$ cat config.mk
export PLATFORM = sky130hd
export DESIGN_NAME = smm_slave_ctrl
export DESIGN_NICKNAME = d
export VERILOG_FILES = /design/src/hdl/smm_pkg.sv /design/src/hdl/smm_slave_ctrl.sv
export SDC_FILE = /design/constraint.sdc
export NUM_CORES = 1
export LEC_CHECK = 0
export ABC_CLOCK_PERIOD_IN_PS = 8900
export BUFFER_PORTS_ARGS = -buffer_cell sky130_fd_sc_hd__buf_2
export CAP_MARGIN = 25
export CELL_PAD_IN_SITES_DETAIL_PLACEMENT = 1
export CELL_PAD_IN_SITES_GLOBAL_PLACEMENT = 1
export CORE_MARGIN = 1
export CORE_UTILIZATION = 55
export CTS_BUF_LIST = sky130_fd_sc_hd__clkbuf_2 sky130_fd_sc_hd__clkbuf_4 sky130_fd_sc_hd__clkbuf_8
export DETAILED_ROUTE_END_ITERATION = 8
export PLACE_DENSITY_LB_ADDON = 0.1
export SLEW_MARGIN = 20
export SYNTH_ARGS = -nofsm -noshare
export SYNTH_HDL_FRONTEND = slang
export SYNTH_SLANG_ARGS = --single-unit
$ cat constraint.sdc
create_clock -name mclk_i -period 8.9 [get_ports mclk_i]
set_input_delay 1.78 -clock mclk_i [delete_from_list [all_inputs] [get_ports mclk_i]]
set_output_delay 1.78 -clock mclk_i [all_outputs]
set_load 0.05 [all_outputs]
$ cat src/hdl/smm_pkg.sv
// Constants for the monitor's serial management slave and its control logic.
// Assumes a 100 MHz core clock; every timing count except STRAP_DELAY derives from that period.
package smm_pkg;

  // ---------------------------------------------------------------------------
  // Clock and timing
  // ---------------------------------------------------------------------------
  localparam int unsigned CLK_PERIOD_NS = 10;
  localparam int unsigned TEMP_CONV_NS = 1688000;
  localparam int unsigned VOLT_CONV_NS = 1511000;
  localparam int unsigned RST_PULSE_MS = 20;
  localparam int unsigned CYCLE_PERIOD_MS = 1000;
  // Conversion times are nominal, so they round down; the pulse is a least time and rounds up.
  localparam int unsigned TEMP_CONV_CYC = TEMP_CONV_NS / CLK_PERIOD_NS;
  localparam int unsigned VOLT_CONV_CYC = VOLT_CONV_NS / CLK_PERIOD_NS;
  localparam int unsigned RST_PULSE_CYC = (RST_PULSE_MS * 1000000 + CLK_PERIOD_NS - 1) / CLK_PERIOD_NS;
  localparam int unsigned CYCLE_PERIOD_CYC = CYCLE_PERIOD_MS * (1000000 / CLK_PERIOD_NS);
  localparam logic [1:0] STRAP_DELAY = 2'h3;

  // ---------------------------------------------------------------------------
  // Serial addressing
  // ---------------------------------------------------------------------------
  localparam logic [5:0] SLAVE_ADDR_HI = 6'h16;
  localparam logic [6:0] ALERT_RESP_ADDR = 7'h0C;
  localparam logic [3:0] BITS_PER_BYTE = 4'h8;

  // ---------------------------------------------------------------------------
  // Register map
  // ---------------------------------------------------------------------------
  localparam logic [7:0] REG_CONFIG = 8'h40;
  localparam logic [7:0] REG_VOLT_CODE = 8'h47;
  localparam logic [7:0] REG_SPECIAL = 8'h4F;
  localparam logic [7:0] PTR_RESET = 8'h40;
  localparam logic [7:0] CONFIG_RESET = 8'h00;
  localparam logic [7:0] SPECIAL_RESET = 8'h00;
  localparam logic VOLT_RST_EN_RESET = 1'b0;

  localparam int CFG_START_BIT = 0;
  localparam int CFG_ALERT_EN_BIT = 1;
  localparam int CFG_RST_PULSE_BIT = 4;
  localparam int CFG_VID4_SEL_BIT = 5;
  localparam int CFG_SOFT_RST_BIT = 7;
  localparam int VC_RST_EN_BIT = 7;
  localparam int SF_CYCLE_MODE_BIT = 1;
  localparam int SF_FAST_AVG_BIT = 5;

  // ---------------------------------------------------------------------------
  // Monitoring sequence
  // ---------------------------------------------------------------------------
  localparam int unsigned NUM_CHAN = 11;
  localparam logic [3:0] CH_REMOTE1 = 4'h0;
  localparam logic [3:0] CH_AMBIENT = 4'h1;
  localparam logic [3:0] CH_12V = 4'h3;
  localparam logic [3:0] CH_REMOTE2 = 4'h8;
  localparam logic [3:0] CH_LAST = 4'hA;
  localparam logic [7:0] AVG_REMOTE_SLOW = 8'h80;
  localparam logic [7:0] AVG_REMOTE_FAST = 8'h10;
  localparam logic [7:0] AVG_OTHER_SLOW = 8'h08;
  localparam logic [7:0] AVG_OTHER_FAST = 8'h01;

endpackage

$ cat src/hdl/smm_slave_ctrl.sv
// Serial management slave of the hardware monitor with its control registers,
// monitoring sequencer, reset pulse and alert logic.
// Assumes serial clock, serial data, the shared strap pin and the voltage-code
// pins arrive asynchronously; limit comparison results come from core-clock logic.
`timescale 1ns/1ns

module smm_slave_ctrl import smm_pkg::*; #(
  parameter int unsigned TEMP_CONV_CYCLES = TEMP_CONV_CYC,
  parameter int unsigned VOLT_CONV_CYCLES = VOLT_CONV_CYC,
  parameter int unsigned RST_PULSE_CYCLES = RST_PULSE_CYC,
  parameter int unsigned CYCLE_PERIOD_CYCLES = CYCLE_PERIOD_CYC
) (
  // Clock and reset
  input wire logic mclk_i,
  input wire logic rstn_i,
  // Serial link
  input wire logic scl_i,
  input wire logic sda_i,
  output logic sda_o,
  output logic sda_oe_o,
  // Shared strap, reset and alert pin (open drain)
  input wire logic addr_lsb_select_pin_i,
  output logic addr_lsb_select_pin_o,
  output logic addr_lsb_select_pin_oe_o,
  // Processor voltage code pins
  input wire logic [3:0] cpu_volt_code_i,
  // Limit comparator results, one per channel
  input wire logic [NUM_CHAN-1:0] limit_fault_i,
  // Monitor status
  output logic conv_done_o,
  output logic [3:0] conv_chan_o,
  output logic [NUM_CHAN-1:0] int_status_o,
  output logic monitor_busy_o
);

  // A zero count would act as one in the sequencer and the period wait, and would suppress the pulse.
  if (TEMP_CONV_CYCLES < 1 || VOLT_CONV_CYCLES < 1 || RST_PULSE_CYCLES < 1
      || CYCLE_PERIOD_CYCLES < 1) begin : g_bad_timing
    $error("Timing counts must be at least one cycle.");
  end

  // ---------------------------------------------------------------------------
  // Helpers
  // ---------------------------------------------------------------------------
  function automatic logic valid_reg(input logic [7:0] a);
    valid_reg = (a == REG_CONFIG) || (a == REG_VOLT_CODE) || (a == REG_SPECIAL);
  endfunction

  function automatic logic [7:0] avg_count(input logic [3:0] ch, input logic fast);
    if (ch == CH_REMOTE1 || ch == CH_REMOTE2) begin
      avg_count = fast ? AVG_REMOTE_FAST : AVG_REMOTE_SLOW;
    end else begin
      avg_count = fast ? AVG_OTHER_FAST : AVG_OTHER_SLOW;
    end
  endfunction

  // ---------------------------------------------------------------------------
  // Input synchronisers and strap capture
  // ---------------------------------------------------------------------------
  logic [1:0] scl_sync_ff, sda_sync_ff, pin_sync_ff;
  logic [3:0] vc_sync1_ff, vc_sync2_ff;
  logic scl_q_ff, sda_q_ff;
  logic [1:0] strap_cnt_ff, nxt_strap_cnt;
  logic strap_done_ff, nxt_strap_done;
  logic strap_ff, nxt_strap;

  always_comb begin
    nxt_strap_cnt = strap_cnt_ff;
    nxt_strap_done = strap_done_ff;
    nxt_strap = strap_ff;
    if (!strap_done_ff) begin
      nxt_strap_cnt = strap_cnt_ff + 2'h1;
      if (strap_cnt_ff == STRAP_DELAY) begin
        nxt_strap_done = 1'b1;
        nxt_strap = pin_sync_ff[1];
      end
    end
  end

  always_ff @(posedge mclk_i or negedge rstn_i) begin
    if (!rstn_i) begin
      scl_sync_ff <= 2'h3;
      sda_sync_ff <= 2'h3;
      pin_sync_ff <= 2'h3;
      vc_sync1_ff <= 4'h0;
      vc_sync2_ff <= 4'h0;
      scl_q_ff <= 1'b1;
      sda_q_ff <= 1'b1;
      strap_cnt_ff <= 2'h0;
      strap_done_ff <= 1'b0;
      strap_ff <= 1'b0;
    end else begin
      scl_sync_ff <= {scl_sync_ff[0], scl_i};
      sda_sync_ff <= {sda_sync_ff[0], sda_i};
      pin_sync_ff <= {pin_sync_ff[0], addr_lsb_select_pin_i};
      vc_sync1_ff <= cpu_volt_code_i;
      vc_sync2_ff <= vc_sync1_ff;
      scl_q_ff <= scl_sync_ff[1];
      sda_q_ff <= sda_sync_ff[1];
      strap_cnt_ff <= nxt_strap_cnt;
      strap_done_ff <= nxt_strap_done;
      strap_ff <= nxt_strap;
    end
  end

  logic scl_s, sda_s, scl_rise, scl_fall, bus_start, bus_stop;
  logic [6:0] my_addr;
  // Edges come from the real line level, so a stretched clock simply delays them.
  assign scl_s = scl_sync_ff[1];
  assign sda_s = sda_sync_ff[1];
  assign scl_rise = scl_s && !scl_q_ff;
  assign scl_fall = !scl_s && scl_q_ff;
  assign bus_start = scl_s && scl_q_ff && sda_q_ff && !sda_s;
  assign bus_stop = scl_s && scl_q_ff && !sda_q_ff && sda_s;
  assign my_addr = {SLAVE_ADDR_HI, strap_ff};

  // ---------------------------------------------------------------------------
  // Serial slave engine
  // ---------------------------------------------------------------------------
  typedef enum logic [2:0] {L_IDLE, L_ADDR, L_REG, L_DATA, L_DONE, L_TX, L_TXACK, L_WAIT} smm_link_t;

  smm_link_t lst_ff, nxt_lst;
  logic [3:0] bit_cnt_ff, nxt_bit_cnt;
  logic ack_ff, nxt_ack;
  logic drv_ff, nxt_drv;
  logic [7:0] rx_sh_ff, nxt_rx_sh;
  logic [7:0] tx_sh_ff, nxt_tx_sh;
  logic [7:0] ptr_ff, nxt_ptr;
  logic [7:0] wdata_ff, nxt_wdata;
  logic wr_stb_ff, nxt_wr_stb;
  logic ara_stb_ff, nxt_ara_stb;
  logic [7:0] cfg_ff, vc_reg_ff, sf_ff;
  logic alert_ff;
  logic [7:0] rd_data;

  always_comb begin
    unique case (ptr_ff)
      REG_CONFIG: rd_data = cfg_ff;
      REG_VOLT_CODE: rd_data = {vc_reg_ff[7:4], vc_sync2_ff};
      default: rd_data = sf_ff;
    endcase
  end

  always_comb begin
    nxt_lst = lst_ff;
    nxt_bit_cnt = bit_cnt_ff;
    nxt_ack = ack_ff;
    nxt_drv = drv_ff;
    nxt_rx_sh = rx_sh_ff;
    nxt_tx_sh = tx_sh_ff;
    nxt_ptr = ptr_ff;
    nxt_wdata = wdata_ff;
    nxt_wr_stb = 1'b0;
    nxt_ara_stb = 1'b0;
    if (!strap_done_ff) begin
      nxt_lst = L_IDLE;
    end else if (bus_stop) begin
      nxt_wr_stb = (lst_ff == L_DONE) && !ack_ff;
      nxt_lst = L_IDLE;
      nxt_drv = 1'b0;
      nxt_ack = 1'b0;
    end else if (bus_start) begin
      // A repeated start also discards any write not yet closed by a stop.
      nxt_lst = L_ADDR;
      nxt_bit_cnt = 4'h0;
      nxt_ack = 1'b0;
      nxt_drv = 1'b0;
    end else if (ack_ff) begin
      if (scl_fall) begin
        nxt_ack = 1'b0;
        nxt_bit_cnt = 4'h0;
        nxt_drv = (lst_ff == L_TX) && !tx_sh_ff[7];
      end
    end else begin
      unique case (lst_ff)
        L_ADDR, L_REG, L_DATA: begin
          if (scl_rise && bit_cnt_ff < BITS_PER_BYTE) begin
            nxt_rx_sh = {rx_sh_ff[6:0], sda_s};
            nxt_bit_cnt = bit_cnt_ff + 4'h1;
          end else if (scl_fall && bit_cnt_ff == BITS_PER_BYTE) begin
            nxt_ack = 1'b1;
            nxt_drv = 1'b1;
            if (lst_ff == L_ADDR) begin
              if (rx_sh_ff[7:1] == my_addr) begin
                nxt_lst = rx_sh_ff[0] ? L_TX : L_REG;
                nxt_tx_sh = rd_data;
              end else if (rx_sh_ff == {ALERT_RESP_ADDR, 1'b1} && alert_ff) begin
                nxt_lst = L_TX;
                nxt_tx_sh = {my_addr, 1'b1};
                nxt_ara_stb = 1'b1;
              end else begin
                nxt_lst = L_WAIT;
                nxt_ack = 1'b0;
                nxt_drv = 1'b0;
              end
            end else if (lst_ff == L_REG) begin
              if (valid_reg(rx_sh_ff)) begin
                nxt_ptr = rx_sh_ff;
                nxt_lst = L_DATA;
              end else begin
                nxt_lst = L_WAIT;
                nxt_ack = 1'b0;
                nxt_drv = 1'b0;
              end
            end else begin
              nxt_wdata = rx_sh_ff;
              nxt_lst = L_DONE;
            end
          end
        end
        L_DONE: begin
          if (scl_fall) begin
            nxt_lst = L_WAIT;
          end
        end
        L_TX: begin
          if (scl_fall) begin
            nxt_bit_cnt = bit_cnt_ff + 4'h1;
            nxt_tx_sh = {tx_sh_ff[6:0], 1'b0};
            if (bit_cnt_ff == BITS_PER_BYTE - 4'h1) begin
              nxt_drv = 1'b0;
              nxt_lst = L_TXACK;
            end else begin
              nxt_drv = !tx_sh_ff[6];
            end
          end
        end
        L_TXACK: begin
          if (scl_rise) begin
            nxt_lst = L_WAIT;
          end
        end
        L_IDLE, L_WAIT: begin
        end
      endcase
    end
  end

  // No bus timeout exists: the engine holds state for as long as the clock stays low.
  always_ff @(posedge mclk_i or negedge rstn_i) begin
    if (!rstn_i) begin
      lst_ff <= L_IDLE;
      bit_cnt_ff <= 4'h0;
      ack_ff <= 1'b0;
      drv_ff <= 1'b0;
      rx_sh_ff <= 8'h00;
      tx_sh_ff <= 8'h00;
      ptr_ff <= PTR_RESET;
      wdata_ff <= 8'h00;
      wr_stb_ff <= 1'b0;
      ara_stb_ff <= 1'b0;
    end else begin
      lst_ff <= nxt_lst;
      bit_cnt_ff <= nxt_bit_cnt;
      ack_ff <= nxt_ack;
      drv_ff <= nxt_drv;
      rx_sh_ff <= nxt_rx_sh;
      tx_sh_ff <= nxt_tx_sh;
      ptr_ff <= nxt_ptr;
      wdata_ff <= nxt_wdata;
      wr_stb_ff <= nxt_wr_stb;
      ara_stb_ff <= nxt_ara_stb;
    end
  end

  // ---------------------------------------------------------------------------
  // Registers, monitoring sequencer, reset pulse and alert
  // ---------------------------------------------------------------------------
  typedef enum logic [1:0] {M_IDLE, M_CONV, M_WAIT} smm_mon_t;

  smm_mon_t mst_ff, nxt_mst;
  logic [7:0] nxt_cfg, nxt_vc_reg, nxt_sf;
  logic [3:0] ch_ff, nxt_ch;
  logic [7:0] avg_ff, nxt_avg;
  logic [31:0] conv_tmr_ff, nxt_conv_tmr;
  logic [31:0] per_tmr_ff, nxt_per_tmr;
  logic [31:0] pulse_tmr_ff, nxt_pulse_tmr;
  logic [NUM_CHAN-1:0] stat_ff, nxt_stat;
  logic nxt_alert;
  logic alert_hold_ff, nxt_alert_hold;
  logic done_ff, nxt_done;
  logic [3:0] done_ch_ff, nxt_done_ch;
  logic [31:0] conv_len;
  logic [3:0] ch_next;

  assign conv_len = (ch_ff == CH_REMOTE1 || ch_ff == CH_AMBIENT || ch_ff == CH_REMOTE2) ?
                    TEMP_CONV_CYCLES : VOLT_CONV_CYCLES;
  assign ch_next = (ch_ff + 4'h1 == CH_12V && cfg_ff[CFG_VID4_SEL_BIT]) ? CH_12V + 4'h1 : ch_ff + 4'h1;

  always_comb begin
    nxt_cfg = cfg_ff;
    nxt_vc_reg = vc_reg_ff;
    nxt_sf = sf_ff;
    nxt_mst = mst_ff;
    nxt_ch = ch_ff;
    nxt_avg = avg_ff;
    nxt_conv_tmr = conv_tmr_ff;
    nxt_per_tmr = per_tmr_ff + 32'h1;
    nxt_pulse_tmr = (pulse_tmr_ff != 32'h0) ? pulse_tmr_ff - 32'h1 : 32'h0;
    nxt_stat = stat_ff;
    nxt_alert = alert_ff;
    nxt_alert_hold = alert_hold_ff;
    nxt_done = 1'b0;
    nxt_done_ch = done_ch_ff;
    // The pulse starts one cycle after the write, in the same cycle as the request bit drops.
    if (cfg_ff[CFG_RST_PULSE_BIT]) begin
      nxt_cfg[CFG_RST_PULSE_BIT] = 1'b0;
      if (vc_reg_ff[VC_RST_EN_BIT]) begin
        nxt_pulse_tmr = RST_PULSE_CYCLES;
      end
    end
    unique case (mst_ff)
      M_IDLE: begin
        if (cfg_ff[CFG_START_BIT]) begin
          nxt_mst = M_CONV;
          nxt_ch = CH_REMOTE1;
          nxt_avg = 8'h00;
          nxt_conv_tmr = 32'h0;
          nxt_per_tmr = 32'h0;
        end
      end
      M_CONV: begin
        nxt_conv_tmr = conv_tmr_ff + 32'h1;
        if (conv_tmr_ff + 32'h1 >= conv_len) begin
          nxt_conv_tmr = 32'h0;
          nxt_avg = avg_ff + 8'h1;
          if (avg_ff + 8'h1 >= avg_count(ch_ff, sf_ff[SF_FAST_AVG_BIT])) begin
            nxt_avg = 8'h00;
            nxt_done = 1'b1;
            nxt_done_ch = ch_ff;
            nxt_stat[ch_ff] = limit_fault_i[ch_ff];
            if (limit_fault_i[ch_ff] && !alert_hold_ff && cfg_ff[CFG_ALERT_EN_BIT]
                && !vc_reg_ff[VC_RST_EN_BIT]) begin
              nxt_alert = 1'b1;
            end
            if (ch_ff == CH_LAST) begin
              nxt_alert_hold = 1'b0;
              nxt_ch = CH_REMOTE1;
              nxt_mst = sf_ff[SF_CYCLE_MODE_BIT] ? M_WAIT : M_CONV;
              if (!sf_ff[SF_CYCLE_MODE_BIT]) begin
                nxt_per_tmr = 32'h0;
              end
            end else begin
              nxt_ch = ch_next;
            end
          end
        end
      end
      M_WAIT: begin
        if (per_tmr_ff + 32'h1 >= CYCLE_PERIOD_CYCLES) begin
          nxt_mst = M_CONV;
          nxt_per_tmr = 32'h0;
        end
      end
      default: nxt_mst = M_IDLE;
    endcase
    // Clearing the start bit stops the sequencer; status keeps its last value.
    if (!cfg_ff[CFG_START_BIT]) begin
      nxt_mst = M_IDLE;
    end
    if (ara_stb_ff) begin
      nxt_alert = 1'b0;
      nxt_alert_hold = 1'b1;
    end
    if (wr_stb_ff) begin
      unique case (ptr_ff)
        REG_CONFIG: begin
          nxt_cfg = wdata_ff;
          nxt_cfg[CFG_SOFT_RST_BIT] = 1'b0;
        end
        REG_VOLT_CODE: nxt_vc_reg[VC_RST_EN_BIT] = wdata_ff[VC_RST_EN_BIT];
        default: nxt_sf = wdata_ff;
      endcase
      if (ptr_ff == REG_CONFIG && wdata_ff[CFG_SOFT_RST_BIT]) begin
        nxt_cfg = CONFIG_RESET;
        nxt_vc_reg = {VOLT_RST_EN_RESET, 7'h00};
        nxt_sf = SPECIAL_RESET;
        nxt_stat = '0;
        nxt_alert = 1'b0;
        nxt_alert_hold = 1'b0;
        nxt_mst = M_IDLE;
      end
    end
  end

  always_ff @(posedge mclk_i or negedge rstn_i) begin
    if (!rstn_i) begin
      cfg_ff <= CONFIG_RESET;
      vc_reg_ff <= {VOLT_RST_EN_RESET, 7'h00};
      sf_ff <= SPECIAL_RESET;
      mst_ff <= M_IDLE;
      ch_ff <= CH_REMOTE1;
      avg_ff <= 8'h00;
      conv_tmr_ff <= 32'h0;
      per_tmr_ff <= 32'h0;
      pulse_tmr_ff <= 32'h0;
      stat_ff <= '0;
      alert_ff <= 1'b0;
      alert_hold_ff <= 1'b0;
      done_ff <= 1'b0;
      done_ch_ff <= 4'h0;
    end else begin
      cfg_ff <= nxt_cfg;
      vc_reg_ff <= nxt_vc_reg;
      sf_ff <= nxt_sf;
      mst_ff <= nxt_mst;
      ch_ff <= nxt_ch;
      avg_ff <= nxt_avg;
      conv_tmr_ff <= nxt_conv_tmr;
      per_tmr_ff <= nxt_per_tmr;
      pulse_tmr_ff <= nxt_pulse_tmr;
      stat_ff <= nxt_stat;
      alert_ff <= nxt_alert;
      alert_hold_ff <= nxt_alert_hold;
      done_ff <= nxt_done;
      done_ch_ff <= nxt_done_ch;
    end
  end

  // ---------------------------------------------------------------------------
  // Outputs
  // ---------------------------------------------------------------------------
  // The clock line is never driven, so this slave cannot stretch it.
  assign sda_o = 1'b0;
  assign sda_oe_o = drv_ff;
  assign addr_lsb_select_pin_o = 1'b0;
  // The shared pin stays released until the strap is caught, so it cannot corrupt the address.
  assign addr_lsb_select_pin_oe_o = strap_done_ff && ((pulse_tmr_ff != 32'h0) || alert_ff);
  assign conv_done_o = done_ff;
  assign conv_chan_o = done_ch_ff;
  assign int_status_o = stat_ff;
  assign monitor_busy_o = (mst_ff != M_IDLE);

endmodule

==> results.sh <==
export IMPL_status="finished, final reports clean"
export IMPL_netlist_area_um2=11400
export IMPL_die_h_um=146
export IMPL_firstDrtPassIters=4
export IMPL_cts_made_buffers=37
export IMPL_setup_ws_ns=3.03
export IMPL_dominantRegCellSynth="dfrtp_1"
export IMPL_place_gp_congestion=0.833
export IMPL_p_int_mw=1.59
export IMPL_power_frac_comb=0.089
export IMPL_drc=0
export IMPL_clockBufferDepth=3
export IMPL_pre_cts_ws_ns=3.64
export IMPL_portBuffers=38
export IMPL_p_per_area_nw_per_um2=172
export IMPL_drive_gt1_frac=0.149
export IMPL_post_drt_wl_per_cell_um=20.0
export IMPL_drv_slew=0
export IMPL_leakagePower_nw=5.55
export IMPL_grt_max_degree=136
export IMPL_async_flop_share=1.00
export IMPL_fill_cells=2302
export IMPL_power_frac_seq=0.479
export IMPL_min_period_ns=5.87
export IMPL_relSlewSlack=0.380
export IMPL_diodes=0
export IMPL_synth_distinct_cells=84
export IMPL_fin_skew_ns=0.0265
export IMPL_antenna_left=0
export IMPL_grt_util_all_layers=0.294
export IMPL_tns_ns=0
export IMPL_fmaxAchievable_mhz=170
export IMPL_drtIter0Drc=571
export IMPL_period_share=0.660
export IMPL_cts_sink_count=207
export IMPL_chipWidth_um=146
export IMPL_ir_worst_vdd_uv=163
export IMPL_drv_cap=0
export IMPL_crit_fanout=8
export IMPL_initial_core_util=0.564
export IMPL_worstMarginPinSlew_ns=0.922
export IMPL_switching_share=0.270
export IMPL_grt_most_used_layer="met2"
export IMPL_dpl_hpwl_mm=20.1
export IMPL_rows=52
export IMPL_synthesis_yosys_warnings=0
export IMPL_cts_hold_buf=0
export IMPL_clk_latency_ns=0.55
export IMPL_switching_power_mw=0.588
export IMPL_cts_clk_slew_worst_paths_ns=0.06
export IMPL_cp_arrival_ns=4.09
export IMPL_synth_edff_count=0
export IMPL_cts_root_buf="clkbuf_8"
export IMPL_grt_pass1_wl_mm=51.5
export IMPL_setup_viol=0
export IMPL_antenna_found_initial=0
export IMPL_ios=41
export IMPL_htree_levels=2
export IMPL_grtUsageMet3=0.0456
export IMPL_rsz0062_at_grt="false"
export IMPL_holdCritPathClass="reg2reg"
export IMPL_ys_ff_latch=207
export IMPL_cts_tree="built"
export IMPL_layout_nets=1281
export IMPL_synth_seq_area_share=0.454
export IMPL_hold_viol=0
export IMPL_dr_total_vias=9509
export IMPL_cp_end_kind="output pin"
export IMPL_die_area_um2=21400
export IMPL_cts_resized=0
export IMPL_overflow=0
export IMPL_syn_inst=1218
export IMPL_avgSynthCellArea_um2=9.39
export IMPL_post_cts_repair_setup_buffers=0
export IMPL_grt_util_met2=0.483
export IMPL_start_kind="flop"
export IMPL_syn_to_final_growth_pct=10.5
export IMPL_via_per_inst=6.19
export IMPL_path_class="reg2out"
export IMPL_grt_met1_usage=0.402
export IMPL_power_frac_clock=0.432
export IMPL_core_area_um2=20300
export IMPL_routed_wl_mm=30.8
export IMPL_grt_pass1_vias=9875
export IMPL_worstPathRequired_ns=7.12
==> final timing paths <==
check,start,end,slack [ns],depth (start not counted)
max reg2reg,ch_ff[0]$_DFFE_PN0P_,ch_ff[0]$_DFFE_PN0P_,4.34,14
min,scl_sync_ff[0]$_DFF_PN1_,scl_sync_ff[1]$_DFF_PN1_,0.36,0
max,pulse_tmr_ff[4]$_DFF_PN0_,addr_lsb_select_pin_oe_o,3.03,9
min in group asynchronous,rstn_i,per_tmr_ff[11]$_DFF_PN0_,1.11,1
max in group asynchronous,rstn_i,scl_sync_ff[1]$_DFF_PN1_,6.20,4
min reg2reg,scl_sync_ff[0]$_DFF_PN1_,scl_sync_ff[1]$_DFF_PN1_,0.36,0
==> power groups by stage <==
stage | Combinational [mW] | Clock, mW | Sequential (mW)
3_5_place_dp | 0.190 | 0 | 1.06
3_3_place_gp | 0.181 | 0 | 1.05
4_1_cts | 0.193 | 0.955 | 1.04
2_1_floorplan | 0.143 | 0 | 1.03
5_1_grt | 0.219 | 1.00 | 1.05
6_report | 0.194 | 0.940 | 1.04
==> routing by layer <==
layer | part of all wire | routed length (µm)
met1 | 0.45 | 14000
met2 | 0.48 | 14900
met3 | 0.038 | 1180
met4 | 0.022 | 689
met5 | 0 | 0
==> cell type report <==
class                   instances  area [µm²]  area share
flip-flops and latches        207        5190       0.411
inverters                      29         109     0.00861
well taps                     270         338      0.0267
repair buffers                 50         350      0.0277
clock buffers                  61         746      0.0590
clock inverters                 4        31.3     0.00247
multi-input cells             916        5880       0.465
==> per-stage QoR <==
stage                     utilization  cell area (µm²)  hold WS, ns  instances  power, mW
final                           0.623            12600        0.357       1537       2.18
after CTS                       0.619            12600        0.353       1534       2.19
after floorplan                     -            11400        0.331       1219       1.18
after global placement          0.580            11800        0.335       1469       1.23
after detailed placement        0.580            11800        0.340       1469       1.25
after global routing            0.623            12600        0.361       1537       2.27
==> logic make-up (layout without fill, tap and decap cells) <==
family / after synthesis / count (layout) / share of synthesized area
xor gates and xnor gates: 83 / 83 / 0.0635
other: 1 / 2 / 0.000328
buffers and inverters: 96 / 144 / 0.0352
adders and majority gates: 21 / 21 / 0.0227
and+or+nand+nor: 519 / 519 / 0.239
muxes: 43 / 43 / 0.0401
DFF: 207 / 207 / 0.454
AOI/OAI and AO/OA: 248 / 248 / 0.146
==> worst max-delay path, stage by stage, from the launching register on <==
cell	delay, ns
dfrtp_1	0.40
nor4_1	0.46
nand2_1	0.16
nor3_1	0.36
nand2_1	0.23
nor3b_1	0.44
nand2_1	0.23
nor3_1	0.76
a21boi_0	0.24
buf_2	0.26
==> synthesized netlist by cell type (10+ instances only) <==
library cell | n | share of area
dfrtp_1 | 198 | 0.43
nand2_1 | 131 | 0.043
nor2_1 | 94 | 0.031
a21oi_1 | 63 | 0.028
o21ai_0 | 61 | 0.027
xnor2_1 | 55 | 0.042
nand3_1 | 50 | 0.022
clkbuf_1 | 40 | 0.013
nor3_1 | 38 | 0.017
nand4_1 | 30 | 0.016
and3_1 | 28 | 0.015
inv_1 | 28 | 0.0092
nor4_1 | 28 | 0.015
xor2_1 | 28 | 0.021
nand2b_1 | 24 | 0.013
mux2_2 | 23 | 0.023
ha_1 | 20 | 0.022
mux2i_1 | 20 | 0.017
buf_2 | 18 | 0.0079
and2_1 | 14 | 0.0077
a31oi_1 | 13 | 0.0071
a22oi_1 | 12 | 0.0079
nor2b_1 | 11 | 0.0060
and4_1 | 10 | 0.0077
nand3b_1 | 10 | 0.0066
or3_1 | 10 | 0.0055
==> placed cells by master, fill, tap and decap left out, types with 9 or more instances in the layout <==
master and count:
dfrtp_1 198, nand2_1 131, nor2_1 93, a21oi_1 62, o21ai_0 61, xnor2_1 55, nand3_1 50, clkbuf_8 46
nor3_1 38, buf_2 37, nand4_1 30, xor2_1 28, inv_1 28, nor4_1 28, and3_1 28, nand2b_1 24
mux2_2 23, mux2i_1 20, ha_1 20, clkbuf_4 15, and2_1 14, a31oi_1 13, a22oi_1 12, nor2b_1 11
and4_1 10, or3_1 10, nand3b_1 10, nand4b_1 9, o31ai_1 9, dfstp_2 9, buf_4 9
==> sequential cells by signal, indices dropped and copies added (netlist names), 7 cells and up <==
register / count
tx_sh_ff: 8
wdata_ff: 8
int_status_o: 11
conv_tmr_ff: 32
avg_ff: 8
sf_ff: 8
per_tmr_ff: 32
pulse_tmr_ff: 32
ptr_ff: 8
rx_sh_ff: 8
cfg_ff: 7
Power figures use the tool's default switching activity.
